**config.mk**
```make
export PLATFORM = sky130hd
export DESIGN_NAME = rtx_top
export DESIGN_NICKNAME = d
export VERILOG_FILES = /design/src/rtx_pkg.sv /design/src/rtx_timebase.sv /design/src/rtx_bcd_cnt.sv /design/src/rtx_top.sv
export SDC_FILE = /design/constraint.sdc
export NUM_CORES = 1
export LEC_CHECK = 0
export BUFFER_PORTS_ARGS = -buffer_cell sky130_fd_sc_hd__buf_2
export CORE_ASPECT_RATIO = 1.25
export CORE_MARGIN = 10
export CORE_UTILIZATION = 57
export DETAILED_ROUTE_END_ITERATION = 8
export PLACE_DENSITY = 0.89
export SETUP_SLACK_MARGIN = 0.15
export SYNTH_ARGS = -nofsm -noshare
export SYNTH_HDL_FRONTEND = slang
export SYNTH_HIERARCHICAL = 1
export SYNTH_SLANG_ARGS = --single-unit
export TNS_END_PERCENT = 5
```
**constraint.sdc**
```tcl
create_clock -name core_clk -period 4.51 [get_ports core_clk]
set_input_delay 0.902 -clock core_clk [delete_from_list [all_inputs] [get_ports core_clk]]
set_output_delay 0.902 -clock core_clk [all_outputs]
set_load 0.1 [all_outputs]
```
**src/rtx_pkg.sv**
```systemverilog
// constants for the real-time clock register block
package rtx_pkg;

    // ------------------------------------------------------------------
    // register map
    // ------------------------------------------------------------------
    localparam int unsigned ADDR_W     = 5;
    localparam logic [4:0]  A_SEC      = 5'h00;
    localparam logic [4:0]  A_MIN      = 5'h01;
    localparam logic [4:0]  A_HOUR     = 5'h02;
    localparam logic [4:0]  A_SCRATCH  = 5'h07;
    localparam logic [4:0]  A_TMR_LO   = 5'h0b;
    localparam logic [4:0]  A_TMR_HI   = 5'h0c;
    localparam logic [4:0]  A_EXT      = 5'h0d;
    localparam logic [4:0]  A_FLAG     = 5'h0e;
    localparam logic [4:0]  A_IRQ_STAT = 5'h10;
    localparam logic [4:0]  A_IRQ_MASK = 5'h11;

    // ------------------------------------------------------------------
    // implemented-bit masks, counter limits, field positions
    // ------------------------------------------------------------------
    localparam logic [7:0] SEC_MASK    = 8'h7f;
    localparam logic [7:0] MIN_MASK    = 8'h7f;
    localparam logic [7:0] HOUR_MASK   = 8'h3f;
    localparam logic [7:0] TMR_HI_MASK = 8'h0f;
    localparam logic [7:0] SEC_MAX     = 8'h59;
    localparam logic [7:0] MIN_MAX     = 8'h59;
    localparam logic [7:0] HOUR_MAX    = 8'h23;
    localparam logic [7:0] ZERO_BYTE   = 8'h00;

    localparam int unsigned EXT_TEST      = 7;
    localparam int unsigned EXT_ALARM_SEL = 6;
    localparam int unsigned EXT_UPDATE_PERIOD_SELECT      = 5;
    localparam int unsigned EXT_RUN       = 4;
    localparam int unsigned EXT_FSEL_HI   = 3;
    localparam int unsigned EXT_FSEL_LO   = 2;
    localparam int unsigned EXT_TSEL_HI   = 1;
    localparam int unsigned EXT_TSEL_LO   = 0;
    localparam logic [7:0]  EXT_RESET     = 8'h00;
    localparam int unsigned FLAG_HALT     = 0;

    localparam int unsigned IRQ_W      = 3;
    localparam int unsigned IRQ_UPDATE = 0;
    localparam int unsigned IRQ_TIMER  = 1;
    localparam int unsigned IRQ_HALT   = 2;

    localparam logic [1:0] FSEL_32K_A = 2'h0;
    localparam logic [1:0] FSEL_1K    = 2'h1;
    localparam logic [1:0] FSEL_1HZ   = 2'h2;
    localparam logic [1:0] TSEL_4096  = 2'h0;
    localparam logic [1:0] TSEL_64    = 2'h1;
    localparam logic [1:0] TSEL_SEC   = 2'h2;

    // ------------------------------------------------------------------
    // time base: divider runs at twice 32768 Hz so bit 0 is a 32768 Hz square
    // ------------------------------------------------------------------
    localparam int unsigned CLK_HZ   = 20_000_000;
    localparam int unsigned BASE_HZ  = 65_536;
    localparam int unsigned ACC_W    = 25;
    localparam int unsigned DIV_W    = 16;
    localparam int unsigned TAP_1K   = 5;
    localparam int unsigned TAP_1HZ  = 15;
    localparam int unsigned T4096_LO = 4;
    localparam int unsigned T64_LO   = 10;

    // ------------------------------------------------------------------
    // timing
    // ------------------------------------------------------------------
    localparam int unsigned CLK_PERIOD_NS = 50;
    localparam int unsigned RTN_SEC_NS    = 500_000_000;
    localparam int unsigned RTN_MIN_NS    = 7_813_000;
    localparam int unsigned BUS_TMO_NS    = 950_000_000;
    localparam int unsigned RTN_SEC_CYC   = RTN_SEC_NS / CLK_PERIOD_NS;
    localparam int unsigned RTN_MIN_CYC   = RTN_MIN_NS / CLK_PERIOD_NS;
    localparam int unsigned BUS_TMO_CYC   = BUS_TMO_NS / CLK_PERIOD_NS;
    localparam int unsigned RTN_W         = 24;
    localparam int unsigned TMO_W         = 25;
    localparam int unsigned TMR_W         = 12;

    typedef enum logic [1:0] {
        TMR_IDLE = 2'b01,
        TMR_RUN  = 2'b10
    } rtx_tmr_state_t;

endpackage

```
**src/rtx_timebase.sv**
```systemverilog
// fractional divider making the 65536 Hz base tick and the ripple divider
`timescale 1ns/1ns
`default_nettype none
module rtx_timebase (
    // clock and reset
    input  wire logic                       core_clk,
    input  wire logic                       arst_n,
    // time base
    output logic                            base_tick,
    output logic [rtx_pkg::DIV_W-1:0]       div_q
);

    // ------------------------------------------------------------------
    // phase accumulator: average rate exact, jitter of one core clock
    // ------------------------------------------------------------------
    logic [rtx_pkg::ACC_W-1:0] acc_q;
    logic [rtx_pkg::ACC_W-1:0] acc_sum;
    logic                      acc_ovf;

    assign acc_sum   = acc_q + rtx_pkg::ACC_W'(rtx_pkg::BASE_HZ);
    assign acc_ovf   = acc_sum >= rtx_pkg::ACC_W'(rtx_pkg::CLK_HZ);
    assign base_tick = acc_ovf;

    always_ff @(posedge core_clk or negedge arst_n) begin
        if (!arst_n) begin
            acc_q <= '0;
            div_q <= '0;
        end else begin
            acc_q <= acc_ovf ? acc_sum - rtx_pkg::ACC_W'(rtx_pkg::CLK_HZ) : acc_sum;
            if (acc_ovf) begin
                div_q <= div_q + 1'b1;
            end
        end
    end

endmodule
`default_nettype wire

```
**src/rtx_bcd_cnt.sv**
```systemverilog
// two-digit bcd counter with host load and wrap at a given limit
`timescale 1ns/1ns
`default_nettype none
module rtx_bcd_cnt #(
    parameter logic [7:0] MAX = 8'h59
) (
    // clock and reset
    input  wire logic       core_clk,
    input  wire logic       arst_n,
    // control
    input  wire logic       inc,
    input  wire logic       load,
    input  wire logic [7:0] load_val,
    // state
    output logic [7:0]      value_q,
    output logic            wrap
);

    function automatic logic [7:0] bcd_inc(input logic [7:0] v);
        if (v[3:0] == 4'h9) begin
            bcd_inc = {v[7:4] + 4'h1, 4'h0};
        end else begin
            bcd_inc = {v[7:4], v[3:0] + 4'h1};
        end
    endfunction

    logic       at_max;
    logic [7:0] value_d;

    assign at_max  = value_q == MAX;
    assign wrap    = inc && at_max;
    // a host load wins over a tick in the same cycle
    assign value_d = load ? load_val : (inc ? (at_max ? 8'h00 : bcd_inc(value_q)) : value_q);

    always_ff @(posedge core_clk or negedge arst_n) begin
        if (!arst_n) begin
            value_q <= 8'h00;
        end else begin
            value_q <= value_d;
        end
    end

endmodule
`default_nettype wire

```
**src/rtx_top.sv**
```systemverilog
// register block of the real-time clock: time counters, extension and flag logic
`timescale 1ns/1ns
`default_nettype none
module rtx_top #(
    parameter int unsigned RTN_SEC_CYC = rtx_pkg::RTN_SEC_CYC,
    parameter int unsigned RTN_MIN_CYC = rtx_pkg::RTN_MIN_CYC,
    parameter int unsigned BUS_TMO_CYC = rtx_pkg::BUS_TMO_CYC
) (
    // clock and reset
    input  wire logic                       core_clk,
    input  wire logic                       arst_n,
    // register port
    input  wire logic [rtx_pkg::ADDR_W-1:0] reg_addr,
    input  wire logic [7:0]                 reg_wdata,
    input  wire logic                       reg_wr,
    input  wire logic                       reg_rd,
    output logic [7:0]                      reg_rdata,
    // serial front end events
    input  wire logic                       bus_stop,
    input  wire logic                       bus_rstart,
    input  wire logic                       bus_busy,
    // compensation monitor, asynchronous
    input  wire logic                       comp_halt_in,
    // outputs
    output logic                            clock_output_pin,
    output logic                            update_out,
    output logic                            alarm_target_select,
    output logic                            irq
);

    // ------------------------------------------------------------------
    // address decode
    // ------------------------------------------------------------------
    wire wr_sec   = reg_wr && reg_addr == rtx_pkg::A_SEC;
    wire wr_min   = reg_wr && reg_addr == rtx_pkg::A_MIN;
    wire wr_hour  = reg_wr && reg_addr == rtx_pkg::A_HOUR;
    wire wr_scr   = reg_wr && reg_addr == rtx_pkg::A_SCRATCH;
    wire wr_tlo   = reg_wr && reg_addr == rtx_pkg::A_TMR_LO;
    wire wr_thi   = reg_wr && reg_addr == rtx_pkg::A_TMR_HI;
    wire wr_ext   = reg_wr && reg_addr == rtx_pkg::A_EXT;
    wire wr_flag  = reg_wr && reg_addr == rtx_pkg::A_FLAG;
    wire wr_stat  = reg_wr && reg_addr == rtx_pkg::A_IRQ_STAT;
    wire wr_mask  = reg_wr && reg_addr == rtx_pkg::A_IRQ_MASK;

    // ------------------------------------------------------------------
    // time base
    // ------------------------------------------------------------------
    logic                      base_tick;
    logic [rtx_pkg::DIV_W-1:0] div_q;

    rtx_timebase u_tb (
        .core_clk  (core_clk),
        .arst_n    (arst_n),
        .base_tick (base_tick),
        .div_q     (div_q)
    );

    wire tick_1hz  = base_tick && (&div_q);
    wire tick_4096 = base_tick && (&div_q[rtx_pkg::T4096_LO-1:0]);
    wire tick_64   = base_tick && (&div_q[rtx_pkg::T64_LO-1:0]);

    // ------------------------------------------------------------------
    // time counters
    // ------------------------------------------------------------------
    logic [7:0] sec_q;
    logic [7:0] min_q;
    logic [7:0] hour_q;
    logic       sec_wrap;
    logic       min_wrap;

    // carries are combinational so all three settle on the same tick
    wire min_inc  = sec_wrap;
    wire hour_inc = min_wrap;

    rtx_bcd_cnt #(.MAX(rtx_pkg::SEC_MAX)) u_sec (
        .core_clk (core_clk),
        .arst_n   (arst_n),
        .inc      (tick_1hz),
        .load     (wr_sec),
        .load_val (reg_wdata & rtx_pkg::SEC_MASK),
        .value_q  (sec_q),
        .wrap     (sec_wrap)
    );

    rtx_bcd_cnt #(.MAX(rtx_pkg::MIN_MAX)) u_min (
        .core_clk (core_clk),
        .arst_n   (arst_n),
        .inc      (min_inc),
        .load     (wr_min),
        .load_val (reg_wdata & rtx_pkg::MIN_MASK),
        .value_q  (min_q),
        .wrap     (min_wrap)
    );

    rtx_bcd_cnt #(.MAX(rtx_pkg::HOUR_MAX)) u_hour (
        .core_clk (core_clk),
        .arst_n   (arst_n),
        .inc      (hour_inc),
        .load     (wr_hour),
        .load_val (reg_wdata & rtx_pkg::HOUR_MASK),
        .value_q  (hour_q),
        .wrap     ()
    );

    // ------------------------------------------------------------------
    // plain storage registers
    // ------------------------------------------------------------------
    logic [7:0] scr_q;
    logic [7:0] tlo_q;
    logic [7:0] thi_q;
    logic [rtx_pkg::IRQ_W-1:0] mask_q;

    always_ff @(posedge core_clk or negedge arst_n) begin
        if (!arst_n) begin
            scr_q  <= 8'h00;
            tlo_q  <= 8'h00;
            thi_q  <= 8'h00;
            mask_q <= '0;
        end else begin
            if (wr_scr)  scr_q  <= reg_wdata;
            if (wr_tlo)  tlo_q  <= reg_wdata;
            if (wr_thi)  thi_q  <= reg_wdata & rtx_pkg::TMR_HI_MASK;
            if (wr_mask) mask_q <= reg_wdata[rtx_pkg::IRQ_W-1:0];
        end
    end

    // ------------------------------------------------------------------
    // bus timeout and extension register
    // ------------------------------------------------------------------
    logic [rtx_pkg::TMO_W-1:0] tmo_q;
    logic [7:0]                ext_q;
    logic [7:0]                ext_d;

    wire tmo_fire  = bus_busy && tmo_q == rtx_pkg::TMO_W'(BUS_TMO_CYC - 1);
    wire test_clr  = bus_stop || bus_rstart || tmo_fire;
    wire run_start = wr_ext && reg_wdata[rtx_pkg::EXT_RUN] && !ext_q[rtx_pkg::EXT_RUN];

    // the safety clear beats a same-cycle write of a one
    always_comb begin
        ext_d = wr_ext ? reg_wdata : ext_q;
        if (test_clr) begin
            ext_d[rtx_pkg::EXT_TEST] = 1'b0;
        end
    end

    always_ff @(posedge core_clk or negedge arst_n) begin
        if (!arst_n) begin
            tmo_q <= '0;
            ext_q <= rtx_pkg::EXT_RESET;
        end else begin
            tmo_q <= (bus_busy && !tmo_fire) ? tmo_q + 1'b1 : '0;
            ext_q <= ext_d;
        end
    end

    assign alarm_target_select = ext_q[rtx_pkg::EXT_ALARM_SEL];

    // ------------------------------------------------------------------
    // clock output select
    // ------------------------------------------------------------------
    logic       clk_out_q;
    wire  [1:0] fsel = {ext_q[rtx_pkg::EXT_FSEL_HI], ext_q[rtx_pkg::EXT_FSEL_LO]};
    wire        clk_out_d = (fsel == rtx_pkg::FSEL_1K)  ? div_q[rtx_pkg::TAP_1K]  :
                            (fsel == rtx_pkg::FSEL_1HZ) ? div_q[rtx_pkg::TAP_1HZ] :
                            div_q[0];

    always_ff @(posedge core_clk or negedge arst_n) begin
        if (!arst_n) begin
            clk_out_q <= 1'b0;
        end else begin
            clk_out_q <= clk_out_d;
        end
    end

    assign clock_output_pin = clk_out_q;

    // ------------------------------------------------------------------
    // update event and auto return
    // ------------------------------------------------------------------
    logic [rtx_pkg::RTN_W-1:0] rtn_q;
    logic                      upd_out_q;

    wire use_min   = ext_q[rtx_pkg::EXT_UPDATE_PERIOD_SELECT];
    wire upd_evt   = use_min ? sec_wrap : tick_1hz;
    wire [rtx_pkg::RTN_W-1:0] rtn_len = use_min ? rtx_pkg::RTN_W'(RTN_MIN_CYC)
                                                : rtx_pkg::RTN_W'(RTN_SEC_CYC);

    always_ff @(posedge core_clk or negedge arst_n) begin
        if (!arst_n) begin
            rtn_q     <= '0;
            upd_out_q <= 1'b0;
        end else begin
            if (upd_evt) begin
                rtn_q     <= rtn_len;
                upd_out_q <= 1'b1;
            end else if (rtn_q > rtx_pkg::RTN_W'(1)) begin
                rtn_q     <= rtn_q - 1'b1;
            end else begin
                rtn_q     <= '0;
                upd_out_q <= 1'b0;
            end
        end
    end

    assign update_out = upd_out_q;

    // ------------------------------------------------------------------
    // fixed-cycle countdown
    // ------------------------------------------------------------------
    rtx_pkg::rtx_tmr_state_t   tmr_st_q;
    rtx_pkg::rtx_tmr_state_t   tmr_st_d;
    logic [rtx_pkg::TMR_W-1:0] tcnt_q;
    logic [rtx_pkg::TMR_W-1:0] tcnt_d;

    wire [rtx_pkg::TMR_W-1:0] preset = {thi_q[3:0], tlo_q};
    wire [1:0] tsel     = {ext_q[rtx_pkg::EXT_TSEL_HI], ext_q[rtx_pkg::EXT_TSEL_LO]};
    wire       src_tick = (tsel == rtx_pkg::TSEL_4096) ? tick_4096 :
                          (tsel == rtx_pkg::TSEL_64)   ? tick_64   :
                          (tsel == rtx_pkg::TSEL_SEC)  ? tick_1hz  : sec_wrap;
    // no event in the cycle in which a cleared run bit is still moving the state to idle
    wire       tmr_evt  = tmr_st_q == rtx_pkg::TMR_RUN && ext_q[rtx_pkg::EXT_RUN] && src_tick
                          && tcnt_q == rtx_pkg::TMR_W'(1);

    always_comb begin
        tmr_st_d = tmr_st_q;
        tcnt_d   = tcnt_q;
        case (tmr_st_q)
            rtx_pkg::TMR_IDLE: begin
                if (run_start) begin
                    tmr_st_d = rtx_pkg::TMR_RUN;
                    tcnt_d   = preset;
                end
            end
            rtx_pkg::TMR_RUN: begin
                if (!ext_q[rtx_pkg::EXT_RUN]) begin
                    tmr_st_d = rtx_pkg::TMR_IDLE;
                end else if (src_tick) begin
                    tcnt_d = (tcnt_q <= rtx_pkg::TMR_W'(1)) ? preset : tcnt_q - 1'b1;
                end
            end
            default: begin
                tmr_st_d = rtx_pkg::TMR_IDLE;
            end
        endcase
    end

    always_ff @(posedge core_clk or negedge arst_n) begin
        if (!arst_n) begin
            tmr_st_q <= rtx_pkg::TMR_IDLE;
            tcnt_q   <= '0;
        end else begin
            tmr_st_q <= tmr_st_d;
            tcnt_q   <= tcnt_d;
        end
    end

    // ------------------------------------------------------------------
    // compensation halt flag
    // ------------------------------------------------------------------
    logic halt_s1_q;
    logic halt_s2_q;
    logic halt_s3_q;
    logic flag_q;

    wire halt_rise = halt_s2_q && !halt_s3_q;
    wire flag_wclr = wr_flag && !reg_wdata[rtx_pkg::FLAG_HALT];

    always_ff @(posedge core_clk or negedge arst_n) begin
        if (!arst_n) begin
            halt_s1_q <= 1'b0;
            halt_s2_q <= 1'b0;
            halt_s3_q <= 1'b0;
            flag_q    <= 1'b1;
        end else begin
            halt_s1_q <= comp_halt_in;
            halt_s2_q <= halt_s1_q;
            halt_s3_q <= halt_s2_q;
            // a halt still present keeps the flag set over a clear
            flag_q    <= halt_s2_q || (flag_q && !flag_wclr);
        end
    end

    // ------------------------------------------------------------------
    // interrupt status
    // ------------------------------------------------------------------
    logic [rtx_pkg::IRQ_W-1:0] stat_q;
    wire  [rtx_pkg::IRQ_W-1:0] stat_set;
    wire  [rtx_pkg::IRQ_W-1:0] stat_clr;

    assign stat_set = {halt_rise, tmr_evt, upd_evt};
    assign stat_clr = wr_stat ? reg_wdata[rtx_pkg::IRQ_W-1:0] : '0;

    always_ff @(posedge core_clk or negedge arst_n) begin
        if (!arst_n) begin
            stat_q <= '0;
        end else begin
            stat_q <= (stat_q & ~stat_clr) | stat_set;
        end
    end

    assign irq = |(stat_q & mask_q);

    // ------------------------------------------------------------------
    // read mux, data valid only in the cycle after the strobe
    // ------------------------------------------------------------------
    logic [7:0] rdata_q;
    logic [7:0] rd_mux;

    always_comb begin
        case (reg_addr)
            rtx_pkg::A_SEC:      rd_mux = sec_q & rtx_pkg::SEC_MASK;
            rtx_pkg::A_MIN:      rd_mux = min_q & rtx_pkg::MIN_MASK;
            rtx_pkg::A_HOUR:     rd_mux = hour_q & rtx_pkg::HOUR_MASK;
            rtx_pkg::A_SCRATCH:  rd_mux = scr_q;
            rtx_pkg::A_TMR_LO:   rd_mux = tlo_q;
            rtx_pkg::A_TMR_HI:   rd_mux = thi_q;
            rtx_pkg::A_EXT:      rd_mux = ext_q;
            rtx_pkg::A_FLAG:     rd_mux = {7'h00, flag_q};
            rtx_pkg::A_IRQ_STAT: rd_mux = {5'h00, stat_q};
            rtx_pkg::A_IRQ_MASK: rd_mux = {5'h00, mask_q};
            default:             rd_mux = rtx_pkg::ZERO_BYTE;
        endcase
    end

    always_ff @(posedge core_clk or negedge arst_n) begin
        if (!arst_n) begin
            rdata_q <= 8'h00;
        end else begin
            rdata_q <= reg_rd ? rd_mux : rtx_pkg::ZERO_BYTE;
        end
    end

    assign reg_rdata = rdata_q;
endmodule
`default_nettype wire

```
# Yosys cells after proc, flatten, opt, wreduce, memory -nomap -nowiden
# Index checks and enable logic that the tools add are counted.
[totals]
out_inout_bits = 12
wordCells = 163
ff_bits = 176
input_bits = 21
[op_classes]
n_lt_le_gt_ge = 3
muxes = 38
n_eq_ne = 28
reduce_logical = 52
n_addsub = 12
n_bitwise = 4
[op_table]
columns = ["cell", "count"]
rows = [
  ["$mux W8", 14],
  ["$pmux W8 S10", 1],
  ["$mux W24", 3],
  ["$mux W25", 2],
  ["$mux W12", 4],
  ["$add A25 B1 Y25 const B", 1],
  ["$add A25 B17 Y25 const B", 1],
  ["$eq A25 B25 Y1 const B", 1],
  ["$ge A25 B25 Y1 const B", 1],
  ["$logic_and A1 B1 Y1", 25],
  ["$sub A25 B25 Y25 const B", 1],
  ["$add A4 B1 Y4 const B", 6],
  ["$gt A24 B1 Y1 const B", 1],
  ["$pmux W12 S2", 1],
  ["$sub A24 B1 Y24 const B", 1],
  ["$eq A5 B4 Y1 const B", 4],
  ["$add A16 B1 Y16 const B", 1],
  ["$eq A8 B7 Y1 const B", 2],
  ["$reduce_and A16 Y1", 1],
  ["$eq A12 B1 Y1 const B", 1],
  ["$eq A4 B4 Y1 const B", 3],
  ["$le A12 B1 Y1 const B", 1],
  ["$sub A12 B1 Y12 const B", 1],
  ["$eq A5 B5 Y1 const B", 2],
  ["other kinds (24)", 58],
]

# Longest topological paths before layout
# Gate-level depths: netlist (run 1).
[depth]
word_depth = 10
ltp_mapped = 22
depth_no_buf = 17

# Modules after synthesis
# Netlist (run 1), hierarchy kept.
[modules_own_cells]
columns = ["mod", "area_each_um2", "cells_per_inst", "seq_area_each_um2", "n_inst"]
rows = [
  ["rtx_top", 5671.7, 557, 2780.2, 1],
  ["rtx_timebase", 1851.8, 182, 825.8, 1],
  ["rtx_bcd_cnt at u_min ...", 621.8, 64, 200.2, 2],
  ["rtx_bcd_cnt at u_hour", 563.0, 60, 200.2, 1],
]

# Worst setup path before layout (run 1)
# Ideal clock, no wire load.
[synth_path]
kind = "flip-flop to flip-flop"
startpoint = "reg u_tb/acc_q[16] (netlist name)"
endpoint = "reg u_hour.value_q[5]"
n_path_buf = 5
setup_slack_ps = 198
path_stages_with_launch = 23
synth_period_minus_slack_ps = 4312
t_required_ps = 4382
arrival_time_ps = 4185
setup_time_ps = 128
path_cell_list = "dfrtp_1 buf_2 inv_1 ha_1 and3b_1 a31oi_1 o32ai_1 a21bo_2 buf_2 inv_1 nand2_1 nor2_1 and2_1 buf_2 nand4b_1 nor2_1 buf_2 nand4b_1 nor2_1 buf_4 inv_1 o311ai_2 mux2_1"
[synth_via]
elab_chain_len = 7
[synth_rtl]
columns = ["element", "line_no", "rtl"]
rows = [
  ["start: declaration", "rtx_timebase.sv:16", "logic [rtx_pkg::ACC_W-1:0] acc_q;"],
  ["start signal: assignment", "rtx_timebase.sv:29", "acc_q <= acc_ovf ? acc_sum - rtx_pkg::ACC_W'(rtx_pkg::CLK_HZ) : acc_sum;"],
  ["$add A25 B17 Y25", "rtx_timebase.sv:20", "assign acc_sum = acc_q + rtx_pkg::ACC_W'(rtx_pkg::BASE_HZ);"],
  ["$ge A25 B25 Y1", "rtx_timebase.sv:21", "assign acc_ovf = acc_sum >= rtx_pkg::ACC_W'(rtx_pkg::CLK_HZ);"],
  ["net base_tick", "rtx_top.sv:48", "logic base_tick;"],
  ["$logic_and A1 B1 Y1", "rtx_top.sv:58", "wire tick_1hz = base_tick && (&div_q);"],
  ["net tick_1hz", "rtx_top.sv:58", ""],
  ["$logic_and A1 B1 Y1", "rtx_bcd_cnt.sv:31", "assign wrap = inc && at_max;"],
  ["net min_inc", "rtx_top.sv:72", "wire min_inc = sec_wrap;"],
  ["$logic_and A1 B1 Y1", "rtx_bcd_cnt.sv:31", ""],
  ["net hour_inc", "rtx_top.sv:73", "wire hour_inc = min_wrap;"],
  ["$reduce_bool A2 Y1 (no line)", "n/a", ""],
  ["$reduce_and A2 Y1 (no line)", "n/a", ""],
  ["end signal: assignment", "rtx_bcd_cnt.sv:39", "value_q <= value_d;"],
  ["end: declaration", "rtx_bcd_cnt.sv:15", "output logic [7:0] value_q,"],
]
# The timed path passes the listed nets, and every way through them passes these cells.
# A chain may end at the register's enable or synchronous reset.

# Worst setup path in the final report (run 1)
[layout_path]
startpoint = "reg u_tb/acc_q[16] (netlist name)"
endpoint = "reg u_hour.value_q[7]"
# Same word-level chain as after synthesis.

==> flow_metrics.py, run 1 <==
metrics = {
    "sta": {
        "fmaxAchievable_mhz": 240.9,
        "final-hold-violation-count": 0,
        "fin_setup_tns_ns": 0,
        "finalSetupViolations": 0,
        "hold_slack_ns": 0.3622,
        "min_period_ns": 4.152,
        "timing.final.ws_setup_ns": 0.3584,
        "slew_headroom": 0.2001,
        "fin_skew_ns": 0.009629,
        "rsz0062_at_grt": "yes",
        "final-max-slew-violation-count": 0,
        "finalCritPeriodShare": 0.9205,
        "max_slew.worst_pin.slew_ns": 1.189,
    },
    "power": {
        "internal-power_mw": 2.673,
        "power.combinational.fraction": 0.139,
        "power.net_switching_mw": 1.095,
        "power.density_mw_per_mm2": 366.4,
        "power_switching_share": 0.2907,
        "share_of_power_burned_in_the_clock_network": 0.383,
        "p_leak_nw": 4.627,
        "max-vdd-ir-drop_mv": 0.3072,
        "power_share_of_the_sequential_group": 0.479,
    },
    "die": {
        "design.portCount": 33,
        "placeableCoreArea_mm2": 0.01614,
        "die_y_um": 163.0,
        "area_enclosed_by_the_die_boundary_mm2": 0.02191,
        "die_width_um": 134.4,
        "floorplan.initialDensity": 0.5779,
        "floorplan.rows": 52,
    },
    "route": {
        "drc_errors": 0,
        "detailedRoute.firstIterationViolations": 993,
        "drt_pass1_iterations": 6,
        "routed_wire_length_per_instance_um": 18.43,
        "route.antenna.remaining_nets": 0,
        "vias_per_cell": 6.327,
        "detailroute.via_count": 7498,
        "totalWireLength_mm": 21.84,
    },
    "clocking": {
        "clock_tree_from_tritoncts": "yes",
        "post_cts.repair.setup_buffers": 0,
        "clock_root_buffer": "sky130_fd_sc_hd__clkbuf_16",
        "clock_insertion_delay_worst_skew_ns": 0.43,
        "post_cts.resized_instances": 1,
        "tritoncts_num_sinks": 168,
        "cts.htree.levels": 4,
        "clk_path_buf_depth": 2,
        "cts_hold_repair.buffers": 0,
        "total_cts_buffers": 17,
        "clk_pin_slew_worst_paths_ns": 0.07,
    },
    "setup_path": {
        "worstSetupPathType": "register to register",
        "timing.critical_path.to_type": "register",
        "critPathArrivalTime_ns": 4.51,
        "worst-endpoint-required_ns": 4.86,
        "worstReg2RegEnd": "u_hour/value_q[7]$_DFFE_PN0P_",
        "critPathLaunchType": "register",
        "ff2ff_setup_slack_ns": 0.36,
        "worstRegToRegCells": 17,
        "r2r-start": "u_tb/acc_q[16]$_DFF_PN0_",
        "cp-startpoint": "u_tb/acc_q[16]$_DFF_PN0_",
        "critical_path_peak_fanout": 10,
    },
    "layout": {
        "antennaDiodeCount": 0,
        "numnets_final": 999,
        "final_common_cell": "sky130_fd_sc_hd__dfrtp_1",
        "most-common-layout-cells": "sky130_fd_sc_hd__dfrtp_1, sky130_fd_sc_hd__nor2_1, sky130_fd_sc_hd__nand2_1, sky130_fd_sc_hd__xor2_1, sky130_fd_sc_hd__inv_1",
        "post_route_cells_drive_above_1_share": 0.1589,
        "layout-area-overhead-vs-synth_pct": 10.28,
        "instances_no_fill": 1185,
    },
    "synth": {
        "synthesized_instance_count": 926,
        "synth.cell_area_mm2": 0.009325,
        "yosys_warnings": 6,
        "syn_avg_cell_area_um2": 10.07,
    },
    "outcome": {
        "status": "completed",
    },
    "min_path": {
        "hold-path-cell-count": 0,
        "holdCritStartpoint": "halt_s1_q$_DFF_PN0_",
        "min_delay_endpoint": "halt_s2_q$_DFF_PN0_",
        "hold_path_class": "register to register",
    },
    "placement": {
        "placed_cells_incl_taps": 1153,
        "place_worst_setup_slack_ns": 0.1661,
        "number_of_port_buffers": 32,
        "gp_congestion": 0.8869,
        "detailedPlacementHpwl_mm": 14.75,
    },
    "grt": {
        "total_global_route_track_usage": 0.2036,
        "antenna_found_initial": 0,
        "via_count_of_the_first_global_routing_pass": 7296,
        "wire_length_of_the_first_global_routing_pass_mm": 36.54,
        "grt_max_degree": 107,
        "grt_remaining_overflow": 0,
    },
    "job": {
        "max_cap_violations": 0,
    },
}
## sequential cells by signal, indices dropped and copies added (netlist names), 2 cells and up
register	cells
rtn_q	24
tmr_st_q	2
u_sec/value_q	8
u_min/value_q	8
u_tb/div_q	16
stat_q	3
ext_q	8
tcnt_q	12
scr_q	8
tmo_q	25
u_tb/acc_q	17
tlo_q	8
reg_rdata	8
mask_q	3
u_hour/value_q	8
thi_q	4
## how the worst max path moves through the flow
stage	slack, ns	endpoint	depth (start not counted)
after floorplan	0.21	u_hour/value_q[5]$_DFFE_PN0P_	22
after global placement	0.33	u_hour/value_q[7]$_DFFE_PN0P_	17
after detailed placement	0.17	u_hour/value_q[7]$_DFFE_PN0P_	17
after CTS	0.31	u_hour/value_q[7]$_DFFE_PN0P_	17
after global routing	0.11	u_hour/value_q[7]$_DFFE_PN0P_	17
final	0.36	u_hour/value_q[7]$_DFFE_PN0P_	17
## metrics by stage
stage,power (mW),area (µm²),utilization
after floorplan,2.156,9336,-
after global placement,2.306,9689,0.6005
after detailed placement,2.340,9689,0.6005
after CTS,3.769,10270,0.6367
after global routing,3.912,10280,0.6373
final,3.768,10280,0.6373
## power groups by stage
stage	Clock [mW]	Sequential [mW]	Combinational, mW
6_report	1.44	1.80	0.522
2_1_floorplan	0	1.81	0.349
3_5_place_dp	0	1.82	0.517
5_1_grt	1.52	1.82	0.574
4_1_cts	1.45	1.80	0.520
3_3_place_gp	0	1.82	0.490
## layer usage
metal  vias up  share of wire  track usage  wire length, µm
met5         -              0            0                0
met4         0          0.038      0.09564              829
met3        79          0.062      0.04228             1360
met2       343           0.49       0.3437            10780
met1      3648           0.41       0.2434             8866
li1       3428              -            -                -
## final cells by class
| cell class | instances | area [µm²] |
|---|---|---|
| Sequential cell | 168 | 4208 |
| Clock buffer | 21 | 470.5 |
| Multi-Input combinational cell | 682 | 4790 |
| Tap cell | 216 | 270.3 |
| Fill cell | 1230 | 5852 |
| Clock inverter | 11 | 111.4 |
| Timing Repair Buffer | 45 | 276.5 |
| Inverter | 42 | 157.7 |
## worst max-delay path, cell delays in order, from the launching register on
cell,delay [ns]
sky130_fd_sc_hd__dfrtp_2,0.47
sky130_fd_sc_hd__inv_1,0.11
sky130_fd_sc_hd__ha_1,0.40
sky130_fd_sc_hd__and3b_1,0.20
sky130_fd_sc_hd__a31oi_1,0.24
sky130_fd_sc_hd__o32ai_1,0.15
sky130_fd_sc_hd__a21bo_2,0.24
sky130_fd_sc_hd__inv_1,0.05
sky130_fd_sc_hd__nand2_1,0.04
sky130_fd_sc_hd__nor2_1,0.14
sky130_fd_sc_hd__and2_1,0.21
sky130_fd_sc_hd__nand4b_1,0.22
sky130_fd_sc_hd__nor2_1,0.21
sky130_fd_sc_hd__nand4b_1,0.29
sky130_fd_sc_hd__nor2_4,0.30
sky130_fd_sc_hd__nand4b_1,0.23
sky130_fd_sc_hd__or3_1,0.41
sky130_fd_sc_hd__a31oi_1,0.17
No activity file was read; power rests on OpenSTA's default activity.
==> run 2, diff against run 1 <==
CELL_PAD_IN_SITES_DETAIL_PLACEMENT = 1   (was default)
CELL_PAD_IN_SITES_GLOBAL_PLACEMENT = 1   (was default)
CORE_UTILIZATION = 45   (was 57)
==> run 2 against run 1 <==
  * Register-to-register slack hardly changed
  * Wire length is 21% higher
  * Worst setup slack got worse by 0.0099 ns
  * Clock skew decreased by 0.00071 ns
  * Largest cell class unchanged
  * Largest power group unchanged
==> flow_metrics.py, run 2 (same netlist as run 1, synthesis figures left out) <==
metrics = {
    "route": {
        "route.antenna.remaining_nets": 0,
        "routed_wire_length_per_instance_um": 21.25,
        "drt_pass1_iterations": 5,
        "vias_per_cell": 6.102,
        "totalWireLength_mm": 26.43,
        "detailroute.via_count": 7591,
        "detailedRoute.firstIterationViolations": 564,
        "drc_errors": 0,
    },
    "clocking": {
        "clock_insertion_delay_worst_skew_ns": 0.43,
        "clock_tree_from_tritoncts": "yes",
        "total_cts_buffers": 17,
        "tritoncts_num_sinks": 168,
        "cts_hold_repair.buffers": 0,
        "clk_pin_slew_worst_paths_ns": 0.07,
        "clock_root_buffer": "sky130_fd_sc_hd__clkbuf_16",
        "clk_path_buf_depth": 2,
        "cts.htree.levels": 4,
    },
    "die": {
        "floorplan.rows": 58,
        "die_y_um": 180.9,
        "design.portCount": 33,
        "floorplan.initialDensity": 0.4606,
        "area_enclosed_by_the_die_boundary_mm2": 0.02692,
        "die_width_um": 148.8,
        "placeableCoreArea_mm2": 0.02025,
    },
    "layout": {
        "final_common_cell": "sky130_fd_sc_hd__dfrtp_1",
        "antennaDiodeCount": 0,
        "most-common-layout-cells": "sky130_fd_sc_hd__dfrtp_1, sky130_fd_sc_hd__nor2_1, sky130_fd_sc_hd__nand2_1, sky130_fd_sc_hd__xor2_1, sky130_fd_sc_hd__inv_1",
        "layout-area-overhead-vs-synth_pct": 11.40,
        "numnets_final": 1006,
        "post-route-cell-area_mm2": 0.01039,
        "n_fill_cell": 2238,
        "reg.largest.list": "tmo_q (25), rtn_q (24), u_tb/acc_q (17)",
        "post_route_cells_drive_above_1_share": 0.1653,
        "largest_reg_flops": 25,
        "instances_no_fill": 1244,
        "registers.top_by_ff_count": "tmo_q",
    },
    "grt": {
        "antenna_found_initial": 0,
        "grt_max_degree": 93,
        "via_count_of_the_first_global_routing_pass": 8192,
        "total_global_route_track_usage": 0.1953,
        "wire_length_of_the_first_global_routing_pass_mm": 42.92,
        "grt_remaining_overflow": 0,
    },
    "setup_path": {
        "critPathLaunchType": "register",
        "timing.critical_path.to_type": "register",
        "crit_path_frequent_cell": "sky130_fd_sc_hd__nand4b_1",
        "critPathArrivalTime_ns": 4.51,
        "ff2ff_setup_slack_ns": 0.35,
        "worst-endpoint-required_ns": 4.86,
        "worstSetupPathType": "register to register",
        "cp-startpoint": "u_tb/acc_q[17]$_DFF_PN0_",
        "slowest_stage": "sky130_fd_sc_hd__dfrtp_1",
        "worstRegToRegCells": 18,
        "r2r-start": "u_tb/acc_q[17]$_DFF_PN0_",
        "worstReg2RegEnd": "u_hour/value_q[7]$_DFFE_PN0P_",
        "critical_path.cell_chain": "inv_1 > ha_1 > and3b_1 > a31oi_1 > o32ai_1 > a21bo_2 > inv_1 > nand2_1 > nor2_1 > and2_1 > nand4b_1 > nor2_2 > buf_4 > nand4b_1 > nor2_4 > nand4b_1 > or3_1 > a31oi_1",
        "critical_path_peak_fanout": 11,
        "critPathCapture": "u_hour/value_q[7]$_DFFE_PN0P_",
        "max_stage_delay_on_crit_path_ns": 0.49,
    },
    "outcome": {
        "status": "completed",
    },
    "sta": {
        "slew_headroom": 0.1831,
        "min_period_ns": 4.162,
        "final-max-slew-violation-count": 0,
        "fmaxAchievable_mhz": 240.3,
        "rsz0062_at_grt": "yes",
        "max_slew.worst_pin.slew_ns": 1.214,
        "hold_slack_ns": 0.3540,
        "finalSetupViolations": 0,
        "final-hold-violation-count": 0,
        "fin_skew_ns": 0.008919,
        "fin_setup_tns_ns": 0,
        "finalCritPeriodShare": 0.9227,
    },
    "power": {
        "power.density_mw_per_mm2": 361.8,
        "max-vdd-ir-drop_mv": 0.2992,
        "p_leak_nw": 4.644,
    },
    "placement": {
        "placed_cells_incl_taps": 1211,
        "detailedPlacementHpwl_mm": 17.87,
        "number_of_port_buffers": 32,
        "gp_congestion": 0.9034,
        "post_place_instance_area_mm2": 0.009774,
    },
    "min_path": {
        "hold_path_class": "register to register",
    },
    "job": {
        "max_cap_violations": 0,
    },
}
[run 2: cell count changes in the layout (fill, tap and decap cells not counted), sizes merged]
cell / change
buf: +7
clkinv: +1
inv: -5
clkinvlp: +1
clkbuf: +1
[run 2: cell type report]
type / instances / area, µm² / share of cell area
repair buffers: 52 / 316.6 / 0.03047
well taps: 270 / 337.8 / 0.03252
clock inverters: 8 / 73.82 / 0.007106
flip-flops and latches: 168 / 4208 / 0.4050
multi-input cells: 682 / 4821 / 0.4640
clock buffers: 22 / 474.2 / 0.04565
inverters: 42 / 157.7 / 0.01518
[run 2: timing repair]
action	4_1_cts	5_1_grt
gates cloned	0	0
pin swaps	0	1
endpoints found under the setup margin	18	6
gates resized for setup	6	3
setup buffers	0	3
[run 2: worst min-delay path by stage]
stage	start	end	slack, ns	depth (start not counted)
CTS	halt_s1_q$_DFF_PN0_	halt_s2_q$_DFF_PN0_	0.36	0
floorplan	halt_s1_q$_DFF_PN0_	halt_s2_q$_DFF_PN0_	0.33	0
detailed placement	halt_s1_q$_DFF_PN0_	halt_s2_q$_DFF_PN0_	0.34	0
global placement	halt_s1_q$_DFF_PN0_	halt_s2_q$_DFF_PN0_	0.34	0
global route	halt_s1_q$_DFF_PN0_	halt_s2_q$_DFF_PN0_	0.37	0
finish	halt_s1_q$_DFF_PN0_	halt_s2_q$_DFF_PN0_	0.35	0
[run 2: through the flow]
step / utilization / total power [mW] / setup slack [ns]
2_1_floorplan: - / 2.156 / 0.2101
3_3_place_gp: 0.4828 / 2.323 / 0.1413
3_5_place_dp: 0.4828 / 2.360 / -0.1593
4_1_cts: 0.5111 / 3.769 / 0.2182
5_1_grt: 0.5131 / 3.906 / 0.1014
6_report: 0.5131 / 3.759 / 0.3484
[run 2: metal layers]
metal / wire [µm] / GRT usage
met1: 10450 / 0.2194
met2: 13830 / 0.3459
met3: 1252 / 0.03675
met4: 906 / 0.09241
met5: 0 / 0
[run 2: report_power, final]
group / internal, mW / switching [mW] / total (mW)
sequential: 1.64 / 0.179 / 1.82
combinational: 0.223 / 0.323 / 0.547
clock: 0.795 / 0.602 / 1.40
total: 2.65 / 1.10 / 3.76
[run 2: worst max-delay path, delay by kind of cell, from the launching register on]
| kind | cells | cell delay [ns] |
|---|---|---|
| buffers and inverters | 3 | 0.35 |
| adder cells (fa/ha/maj) | 1 | 0.39 |
| AO/OA/AOI/OAI | 4 | 0.83 |
| AND/OR/NAND/NOR | 10 | 2.01 |
| flip-flops | 1 | 0.49 |
